[src/include/sdc_pkg.sv]
// Constants and types shared by the sample clock divider and sync logic
// Function
// - Divide sample clock by one through eight
// - Control bits choose every-pulse or single-shot realign
// - Accepted sync returns divider to initial state
// - Restorer gives nominal 50% internal clock
// - Restorer correction only guaranteed at or above 20 MHz
// - Sample taken on internal clock rising edge
// - Sync input passes internal synchronizer first
`default_nettype none
package sdc_pkg;
  // Register map
  localparam logic [12:0] SDC_CTRL_ADDR    = 13'h0100;
  localparam int          SDC_BIT_SYNC_EN  = 1;
  localparam int          SDC_BIT_SINGLE   = 2;
  localparam int          SDC_BIT_ARMED    = 3;
  localparam logic [7:0]  SDC_CTRL_RESET   = 8'h00;
  localparam logic [7:0]  SDC_CTRL_WMASK   = 8'h06;
  // Divider limits and reset value
  localparam int          SDC_RATIO_MAX    = 8;
  localparam logic [2:0]  SDC_RATIO_RESET  = 3'h0;
  // Clock and timing
  localparam int          SDC_CLK_HZ       = 50_000_000;
  localparam int          SDC_CLK_MHZ      = SDC_CLK_HZ / 1_000_000;
  localparam int          SDC_DCR_MIN_HZ   = 20_000_000;
  localparam int          SDC_RELOCK_NS    = 5000;
  localparam int          SDC_RELOCK_CYC   = (SDC_RELOCK_NS * SDC_CLK_MHZ + 999) / 1000;
  localparam logic [8:0]  SDC_LOCK_RESET   = 9'h000;
  // Single-shot arming state, Gray along off -> wait -> done
  typedef enum logic [1:0] {
    SDC_ARM_OFF  = 2'h0,
    SDC_ARM_WAIT = 2'h1,
    SDC_ARM_DONE = 2'h3
  } sdc_arm_t;
endpackage
`default_nettype wire

[src/rtl/sdc_sync_edge.sv]
// Two-stage synchronizer with rising edge detect for the sync pin
`timescale 1ns/1ps
`default_nettype none
module sdc_sync_edge
(
  // Clock and reset
  input  wire logic i_clk,
  input  wire logic i_rst,
  // Asynchronous pin and detected event
  input  wire logic i_async,
  output logic      o_rise
);
  // All state in one word
  typedef struct packed {
    logic meta;   // First stage, read only by second
    logic stab;   // Second stage
    logic prev;   // Delayed copy for edge detect
    logic rise;   // Registered event pulse
  } sdc_se_t;

  sdc_se_t s;
  sdc_se_t next_s;

  // Next state
  always_comb
  begin
    next_s      = s;
    next_s.meta = i_async;
    next_s.stab = s.meta;
    next_s.prev = s.stab;
    next_s.rise = s.stab & ~s.prev;
  end

  // State register
  always_ff @(posedge i_clk)
  begin
    if (i_rst)
      s <= '0;
    else
      s <= next_s;
  end

  assign o_rise = s.rise;

  // Event follows pin edge by exactly three edges
  property p_sync_delay;
    @(posedge i_clk) disable iff (i_rst)
    o_rise |-> $past(i_async, 3) && !$past(i_async, 4);
  endproperty
  a_sync_delay: assert property (p_sync_delay) else $error("sync event without delayed pin edge");
endmodule
`default_nettype wire

[src/rtl/sdc_clock_divider.sv]
// Sample clock divider with sync realignment and duty restorer
`timescale 1ns/1ps
`default_nettype none
module sdc_clock_divider
#(
  parameter int CLK_HZ = sdc_pkg::SDC_CLK_HZ
)
(
  // Clock and reset
  input  wire logic       i_clk,
  input  wire logic       i_rst,
  // Sync pin, asynchronous
  input  wire logic       i_sync,
  // Divider setup: ratio minus one, restorer enable
  input  wire logic [2:0] i_div_sel,
  input  wire logic       i_dcr_enable,
  // Register port from serial decoder
  input  wire logic       i_reg_wr,
  input  wire logic [12:0] i_reg_addr,
  input  wire logic [7:0] i_reg_wdata,
  output logic [7:0]      o_reg_rdata,
  // Internal conversion clock and sample strobe
  output logic            o_conv_clk,
  output logic            o_sample,
  // Restorer settled
  output logic            o_dcr_locked
);
  // Restorer loop only usable at or above its minimum rate
  localparam bit DCR_OK = (CLK_HZ >= sdc_pkg::SDC_DCR_MIN_HZ);

  // Refuse a clock rate that cannot exist
  if (CLK_HZ <= 0)
  begin : g_bad_clk
    $error("CLK_HZ must be positive");
  end

  // Whole block state
  typedef struct packed {
    logic [7:0]       ctrl;      // Mode bits
    sdc_pkg::sdc_arm_t arm;      // Single-shot progress
    logic [2:0]       cnt;       // Divider phase, 0 is sampling edge
    logic [2:0]       ratio_m1;  // Ratio in use, minus one
    logic             conv_clk;  // Internal clock level
    logic             sample;    // Sampling edge pulse
    logic             dcr_q;     // Restorer enable, last cycle
    logic [8:0]       lock_cnt;  // Relock countdown
    logic             locked;    // Restorer settled
    logic [7:0]       rdata;     // Read data
  } sdc_st_t;

  sdc_st_t s;
  sdc_st_t next_s;
  logic    sync_rise;  // Synchronized sync edge
  logic    acc;        // Sync event taken this cycle
  logic    dcr_active; // Restorer in effect
  logic    wr_ctrl;    // Write to control register

  // High phase length in cycles for a given ratio
  function automatic logic [3:0] sdc_hi_len(input logic [2:0] rm1, input logic restore);
    logic [3:0] r;
    r = {1'b0, rm1} + 4'h1;
    if (restore)
      sdc_hi_len = (r + 4'h1) >> 1;
    else if (r == 4'h1)
      sdc_hi_len = 4'h1;
    else
      sdc_hi_len = r >> 1;
  endfunction

  // Sync pin conditioning
  sdc_sync_edge u_sync
  (
    .i_clk   (i_clk),
    .i_rst   (i_rst),
    .i_async (i_sync),
    .o_rise  (sync_rise)
  );

  // Shared decode terms
  always_comb
  begin
    wr_ctrl    = i_reg_wr && (i_reg_addr == sdc_pkg::SDC_CTRL_ADDR);
    dcr_active = i_dcr_enable && DCR_OK;
    acc        = sync_rise && s.ctrl[sdc_pkg::SDC_BIT_SYNC_EN] &&
                 (!s.ctrl[sdc_pkg::SDC_BIT_SINGLE] || (s.arm == sdc_pkg::SDC_ARM_WAIT));
  end

  // Next state
  always_comb
  begin
    next_s        = s;
    next_s.sample = 1'b0;
    next_s.dcr_q  = dcr_active;

    if (acc && s.ctrl[sdc_pkg::SDC_BIT_SINGLE])
      next_s.arm = sdc_pkg::SDC_ARM_DONE;

    // Write rearms; wins over a same-cycle consumption
    if (wr_ctrl)
    begin
      next_s.ctrl = i_reg_wdata & sdc_pkg::SDC_CTRL_WMASK;
      if (i_reg_wdata[sdc_pkg::SDC_BIT_SINGLE])
        next_s.arm = sdc_pkg::SDC_ARM_WAIT;
      else
        next_s.arm = sdc_pkg::SDC_ARM_OFF;
    end

    if (acc)
    begin
      next_s.cnt      = 3'h0;
      next_s.ratio_m1 = i_div_sel;
      next_s.sample   = 1'b1;
    end
    else if (s.cnt == s.ratio_m1)
    begin
      next_s.cnt      = 3'h0;
      next_s.ratio_m1 = i_div_sel;
      next_s.sample   = 1'b1;
    end
    else
    begin
      next_s.cnt = s.cnt + 3'h1;
    end

    next_s.conv_clk = ({1'b0, next_s.cnt} < sdc_hi_len(next_s.ratio_m1, dcr_active));

    // Relock countdown after ratio change or enable; a new ratio is a new frequency
    if ((next_s.ratio_m1 != s.ratio_m1) || (dcr_active && !s.dcr_q))
      next_s.lock_cnt = 9'(sdc_pkg::SDC_RELOCK_CYC);
    else if (s.lock_cnt != 9'h000)
      next_s.lock_cnt = s.lock_cnt - 9'h001;
    next_s.locked = dcr_active && (next_s.lock_cnt == 9'h000);

    // Registered read, armed flag shows single-shot waiting
    next_s.rdata = 8'h00;
    if (i_reg_addr == sdc_pkg::SDC_CTRL_ADDR)
    begin
      next_s.rdata = s.ctrl;
      next_s.rdata[sdc_pkg::SDC_BIT_ARMED] = (s.arm == sdc_pkg::SDC_ARM_WAIT);
    end
  end

  // State register
  always_ff @(posedge i_clk)
  begin
    if (i_rst)
    begin
      s          <= '0;
      s.ctrl     <= sdc_pkg::SDC_CTRL_RESET;
      s.arm      <= sdc_pkg::SDC_ARM_OFF;
      s.ratio_m1 <= sdc_pkg::SDC_RATIO_RESET;
      s.lock_cnt <= sdc_pkg::SDC_LOCK_RESET;
    end
    else
    begin
      s <= next_s;
    end
  end

  // Outputs straight from state
  assign o_reg_rdata  = s.rdata;
  assign o_conv_clk   = s.conv_clk;
  assign o_sample     = s.sample;
  assign o_dcr_locked = s.locked;

  // Helper: period length between sampling edges
  logic [3:0] h_gap;
  logic [2:0] h_prev_rm1;
  logic       h_sync_seen;
  always_ff @(posedge i_clk)
  begin
    if (i_rst)
    begin
      h_gap       <= 4'h0;
      h_prev_rm1  <= 3'h0;
      h_sync_seen <= 1'b1;
    end
    else if (s.sample)
    begin
      h_gap       <= 4'h1;
      h_prev_rm1  <= s.ratio_m1;
      h_sync_seen <= acc;
    end
    else
    begin
      h_gap       <= (h_gap == 4'hf) ? h_gap : h_gap + 4'h1;
      h_sync_seen <= h_sync_seen | acc;
    end
  end

  property p_period;
    @(posedge i_clk) disable iff (i_rst)
    (s.sample && !h_sync_seen && !$past(acc)) |-> (h_gap == ({1'b0, h_prev_rm1} + 4'h1));
  endproperty
  a_period: assert property (p_period) else $error("sample spacing differs from ratio");

  property p_realign;
    @(posedge i_clk) disable iff (i_rst)
    acc |=> (s.cnt == 3'h0) && s.sample && (s.ratio_m1 == $past(i_div_sel));
  endproperty
  a_realign: assert property (p_realign) else $error("sync did not restart divider");

  property p_single_ignore;
    @(posedge i_clk) disable iff (i_rst)
    (sync_rise && (s.arm == sdc_pkg::SDC_ARM_DONE) && s.ctrl[sdc_pkg::SDC_BIT_SINGLE] && (s.cnt < s.ratio_m1))
      |=> (s.cnt == $past(s.cnt) + 3'h1);
  endproperty
  a_single_ignore: assert property (p_single_ignore) else $error("consumed single-shot still realigned");

  property p_single_consume;
    @(posedge i_clk) disable iff (i_rst)
    (acc && s.ctrl[sdc_pkg::SDC_BIT_SINGLE] && !wr_ctrl) |=> (s.arm == sdc_pkg::SDC_ARM_DONE);
  endproperty
  a_single_consume: assert property (p_single_consume) else $error("single-shot not consumed");

  property p_disabled_ignore;
    @(posedge i_clk) disable iff (i_rst)
    (sync_rise && !s.ctrl[sdc_pkg::SDC_BIT_SYNC_EN]) |-> !acc;
  endproperty
  a_disabled_ignore: assert property (p_disabled_ignore) else $error("sync taken while disabled");

  property p_duty_odd;
    @(posedge i_clk) disable iff (i_rst)
    (s.sample && dcr_active && (s.ratio_m1 == 3'h2) && (i_div_sel == 3'h2) && !acc) |=> s.conv_clk;
  endproperty
  a_duty_odd: assert property (p_duty_odd) else $error("restorer high phase too short");

  property p_duty_even;
    @(posedge i_clk) disable iff (i_rst)
    (s.sample && (s.ratio_m1 == 3'h3) && (i_div_sel == 3'h3) && !acc) |=> s.conv_clk ##1 (!s.conv_clk || $past(acc));
  endproperty
  a_duty_even: assert property (p_duty_even) else $error("ratio four not half duty");

  property p_lock_rate;
    @(posedge i_clk) disable iff (i_rst)
    s.locked |-> DCR_OK && $past(dcr_active);
  endproperty
  a_lock_rate: assert property (p_lock_rate) else $error("restorer locked below minimum rate");

  property p_edge_sample;
    @(posedge i_clk) disable iff (i_rst)
    s.sample |-> s.conv_clk && (s.cnt == 3'h0);
  endproperty
  a_edge_sample: assert property (p_edge_sample) else $error("sample not on rising clock phase");

  // Main scenarios
  c_realign: cover property (@(posedge i_clk) disable iff (i_rst) acc);
  c_single_done: cover property (@(posedge i_clk) disable iff (i_rst) s.arm == sdc_pkg::SDC_ARM_DONE);
  c_lock: cover property (@(posedge i_clk) disable iff (i_rst) $rose(s.locked));
  c_ratio8: cover property (@(posedge i_clk) disable iff (i_rst) s.sample && (s.ratio_m1 == 3'h7));
endmodule
`default_nettype wire

[config.mk]
export PLATFORM = sky130hd
export DESIGN_NAME = sdc_clock_divider
export DESIGN_NICKNAME = d
export VERILOG_FILES = /design/src/include/sdc_pkg.sv /design/src/rtl/sdc_sync_edge.sv /design/src/rtl/sdc_clock_divider.sv
export SDC_FILE = /design/constraint.sdc
export NUM_CORES = 1
export LEC_CHECK = 0
export ABC_CLOCK_PERIOD_IN_PS = 6720
export BUFFER_PORTS_ARGS = -buffer_cell sky130_fd_sc_hd__buf_4
export CORE_ASPECT_RATIO = 2
export CORE_MARGIN = 8
export CORE_UTILIZATION = 35
export CTS_CLUSTER_SIZE = 25
export DETAILED_ROUTE_END_ITERATION = 6
export GPL_ROUTABILITY_DRIVEN = 0
export SLEW_MARGIN = 30
export SYNTH_ARGS = -nofsm -noshare
export SYNTH_HDL_FRONTEND = slang
export SYNTH_HIERARCHICAL = 1
export SYNTH_SLANG_ARGS = --single-unit
[constraint.sdc]
create_clock -name i_clk -period 6.72 [get_ports i_clk]
set_input_delay 0.336 -clock i_clk [delete_from_list [all_inputs] [get_ports i_clk]]
set_output_delay 0.336 -clock i_clk [all_outputs]
set_load 0.01 [all_outputs]
Word-level counts from Yosys, hierarchy flattened
Cells that the tools add are included.
{ "totals": {"memories": 0, "ram_bits": 0, "register_bits": 30, "inputBits": 29, "romBits": 0, "latchBits": 0, "output_inout_bits": 11} }
{ "classes": {"muxes": 12, "reduce_logical": 14, "mul": 0, "magnitude_cmp": 1, "n_addsub": 4, "n_div": 0, "bitwise": 3, "n_eq_ne": 5, "n_shift": 0} }
{ "op_table": {"columns": ["op", "count"], "rows": [
  ["9-bit two-way mux", 2],
  ["13-bit by 9-bit == test with 1-bit output, second input constant", 1],
  ["3-bit two-way mux", 4],
  ["9-bit zero test", 1],
  ["9-bit nonzero test", 1],
  ["9-bit by 1-bit subtractor with 9-bit output, second input constant", 1],
  ["1-bit logical AND", 6],
  ["6-bit two-way mux", 1],
  ["3-bit by 1-bit adder with 4-bit output, second input constant", 1],
  ["4-bit by 1-bit adder with 4-bit output, second input constant", 1],
  ["4-bit by 1-bit == test with 1-bit output, second input constant", 1],
  ["3-bit by 4-bit less-than comparator with 1-bit output", 1],
  ["2-bit two-way mux", 2],
  ["3-bit by 1-bit adder with 3-bit output, second input constant", 1],
  ["3-bit == test", 1],
  ["1-bit two-way mux", 3],
  ["3-bit != test", 1],
  ["2-bit by 1-bit == test with 1-bit output, second input constant", 1],
  ["1-bit zero test", 2],
  ["1-bit logical OR", 2],
  ["1-bit NOT", 2],
  ["2-bit nonzero test", 1],
  ["2-bit OR reduction", 1],
  ["1-bit bitwise AND", 1]
]} }

Depth between registers and ports, before layout
{ "logic_depth": {"depth_word": 9, "mapped_depth": 12, "depth_no_buf": 12} }

By module
The synthesis kept the hierarchy.
{ "by_module_without_submodules": {"columns": ["mod", "cells_each", "instances", "area_each_um2"], "rows": [
  ["sdc_clock_divider", 163, 1, 1423.9],
  ["sdc_sync_edge", 8, 1, 111.4]
]} }

Worst setup path after synthesis
No wires, ideal clock.
{ "synth_timing": {"path_type": "register to register", "startpoint": "register s[28] (netlist name)", "endpoint": "register s, in the netlist o_conv_clk", "stages_incl_launch_ff": 13, "arrival_ns": 2.571, "period_less_slack_ns": 2.654, "path_slack_ns": 4.066, "n_path_buf": 0, "cell_sequence": "dfxtp_1 > nand2b_1 > a21oi_1 > nor2_4 > mux2i_1 > inv_1 > ha_1 > xnor2_1 > mux2i_1 > ha_1 > nor4_1 > o211ai_1 > o221ai_1"} }
{ "synth_rtl": {"columns": ["item", "line", "source"], "rows": [
  ["start: declaration", "sdc_clock_divider.sv:51", "sdc_st_t s;"],
  ["start signal: assignment", "sdc_clock_divider.sv:156", "s <= next_s;"]
]} }

==> results.toml <==
[floorplanning]
die-height_um = 110
rows = 34
die-area_um2 = 6890
die_w_um = 62.8
start_util = 0.357
pin_count = 40
core-area_um2 = 4300

[synth]
ys_ff_latch = 30
synth_top_area_frac = 0.391
async_flop_share = 0
yosysSeqAreaShare = 0.391
netlist-cell-type-count = 44
syn-instance-count = 171
ys_top_cells_by_area = "dfxtp_1, ha_1, mux2i_1"
ys_warn_count = 6
synth_top_area_cell = "dfxtp_1"
yosys_most_used_dff = "dfxtp_1"
synth-edff-count = 0
synthesis.area_um2 = 1540
synth.avg_cell_area_um2 = 8.98

[sta]
timing.slew.headroom = 0.594
finClkSkew_ps = 2.93
min_period_over_period = 0.468
setup_tns_ps = 0
fin_ws_ps = 3570
hold_violations = 0
worstMarginPinSlew_ps = 607
fmax_ghz = 0.318
finalSetupViolCount = 0
final_max_slew_viol_count = 0
rsz0062_at_grt = "no"
min_period_ps = 3150

[global_route]
grt_antenna_before_repair = 0
overflow = 0
grt_start_max_net_pins = 28
grt_first_pass_wirelength_mm = 5.23
track_usage = 0.0966
grt_pass1_vias = 1212

[clocking]
cts_hold_buf = 0
clock_tree.buffer_depth = 2
cts-resized-gates = 0
cts_setup_buffers = 0
clkLatencyLatePin_ps = 280
clkSlewWorstSetupHoldPaths_ps = 60
root_buffer = "clkbuf_8"
cts_tree = "built"
cts.sinks = 30
cts_htree_levels = 2
cts_buffers = 5

[detailed_routing]
drc = 0
routedWlPerCell_um = 12.9
drt_iter0_drc = 24
wirelength_mm = 3.27
drtPass1Iterations = 4
via_count = 1225
viasPerCell = 4.84
drtAntennaViolNets = 0

[pwr]
irDropWorstVdd_mv = 0.241
pwr_density_cell_nw_per_um2 = 457
p_leak_nw = 0.826
p_total_mw = 0.839

[worst_setup_path]
cp-end-kind = "flop"
cp_data_arrival_time_ps = 3340
path_cells = "nand2b_1 > a21oi_1 > nor2_4 > mux2i_1 > inv_1 > ha_1 > xnor2_1 > mux2i_1 > ha_1 > nor4_1 > o211ai_1 > o221ai_1"
cp_data_required_time_ps = 6910
startpoint_type = "flop"
crit_fanout = 7
crit_buf_inv = 1
worst_path_largest_cell_delay_ps = 510
cp_top_family = "compound AO/OA/AOI/OAI gates"
crit_path_top_delay_cell = "a21oi_1"
worstSetupPathType = "reg -> reg"

[place]
hpwl_mm = 2.60
pre_cts_ws_ps = 3540
port_buffers = 28
placed_cell_area_um2 = 1740

[layout]
drive_gt1_frac = 0.216
fin_nets = 235
postLayoutCoreUtil = 0.427
fillers = 463
final_cell_area_um2 = 1840
diodes = 0
area_delta_synth_final_pct = 19.6

[min_path]
hold_path.class = "in -> reg"

[flow_run]
cap_violations = 0

[status]
status = "finished clean"
## placed cells by master (no fill, tap or decap), types with 3 or more instances in the layout
cell and count:
dfxtp_1 30, nor3_1 8, nor2b_1 5, or3_1 3, ha_1 8, a21oi_1 8, nor2_1 17, conb_1 5
nand2b_1 3, buf_4 28, clkbuf_8 6, nand2_1 11, nor4_1 5, and2_1 3, xnor2_1 3, mux2i_1 7
xor2_1 7, inv_1 8, o21ai_0 6
## flip-flops by register name (all words and copies together) (netlist names)
signal         flops
s                 20
o_reg_rdata        3
u_sync/next_s      2
o_conv_clk         1
o_dcr_locked       1
o_sample           1
u_sync/o_rise      1
u_sync/s           1
## synth_stat cells, types with 5 or more instances
| library cell | number |
|---|---|
| o21ai_0 | 6 |
| mux2i_1 | 7 |
| xor2_1 | 7 |
| nor3_1 | 8 |
| a21oi_1 | 8 |
| ha_1 | 8 |
| nor2b_1 | 5 |
| nor2_1 | 17 |
| buf_4 | 8 |
| nor4_1 | 5 |
| dfxtp_1 | 30 |
| inv_1 | 8 |
| nand2_1 | 11 |
## final cells by class
class / count / area [um2] / area share
Multi-Input combinational cell: 125 / 836 / 0.455
Timing Repair Buffer: 28 / 210 / 0.115
Sequential cell: 30 / 601 / 0.327
Clock inverter: 1 / 5.00 / 0.00273
Inverter: 8 / 30.0 / 0.0164
Clock buffer: 7 / 86.3 / 0.0470
Tap cell: 54 / 67.6 / 0.0368
## metal layers
metal  global-route usage  vias to the layer above  part of all wire
li1                     -                      630                 -
met1               0.0739                      572              0.33
met2                0.196                       18              0.61
met3               0.0255                        5             0.029
met4               0.0755                        0             0.025
met5                    0                        -                 0
## through the flow
step,cells,hold slack (ps)
detailed placement,245,399
CTS,253,236
floorplan,175,387
global placement,245,393
finish,253,244
global route,253,232
## cell families (layout without fill, tap and decap cells)
| kind of cell | after synthesis | after routing | synth area share |
|---|---|---|---|
| muxes | 8 | 8 | 0.0530 |
| other | 1 | 5 | 0.00244 |
| DFF | 30 | 30 | 0.391 |
| buffers and inverters | 20 | 44 | 0.0742 |
| AOI/OAI and AO/OA | 25 | 25 | 0.100 |
| adders and majority gates | 8 | 8 | 0.0652 |
| and+or+nand+nor | 68 | 68 | 0.246 |
| xor gates and xnor gates | 11 | 11 | 0.0677 |
## report_power, final
part	switching, mW	leakage (nW)	total [mW]	internal [mW]
registers	0.0465	0.247	0.270	0.224
clock network	0.0659	0.0482	0.148	0.0825
logic	0.234	0.531	0.420	0.186
total	0.347	0.826	0.839	0.492
## worst paths after layout
kind | from | end | slack (ps) | cells past startpoint
max | s[28] | o_conv_clk | 3570 | 12
min | i_reg_wr | s[28] | 240 | 2
max reg2reg | s[28] | o_conv_clk | 3570 | 12
min reg2reg | u_sync/s[1] | u_sync/o_rise | 410 | 1
(Power assumes the default switching activity.)
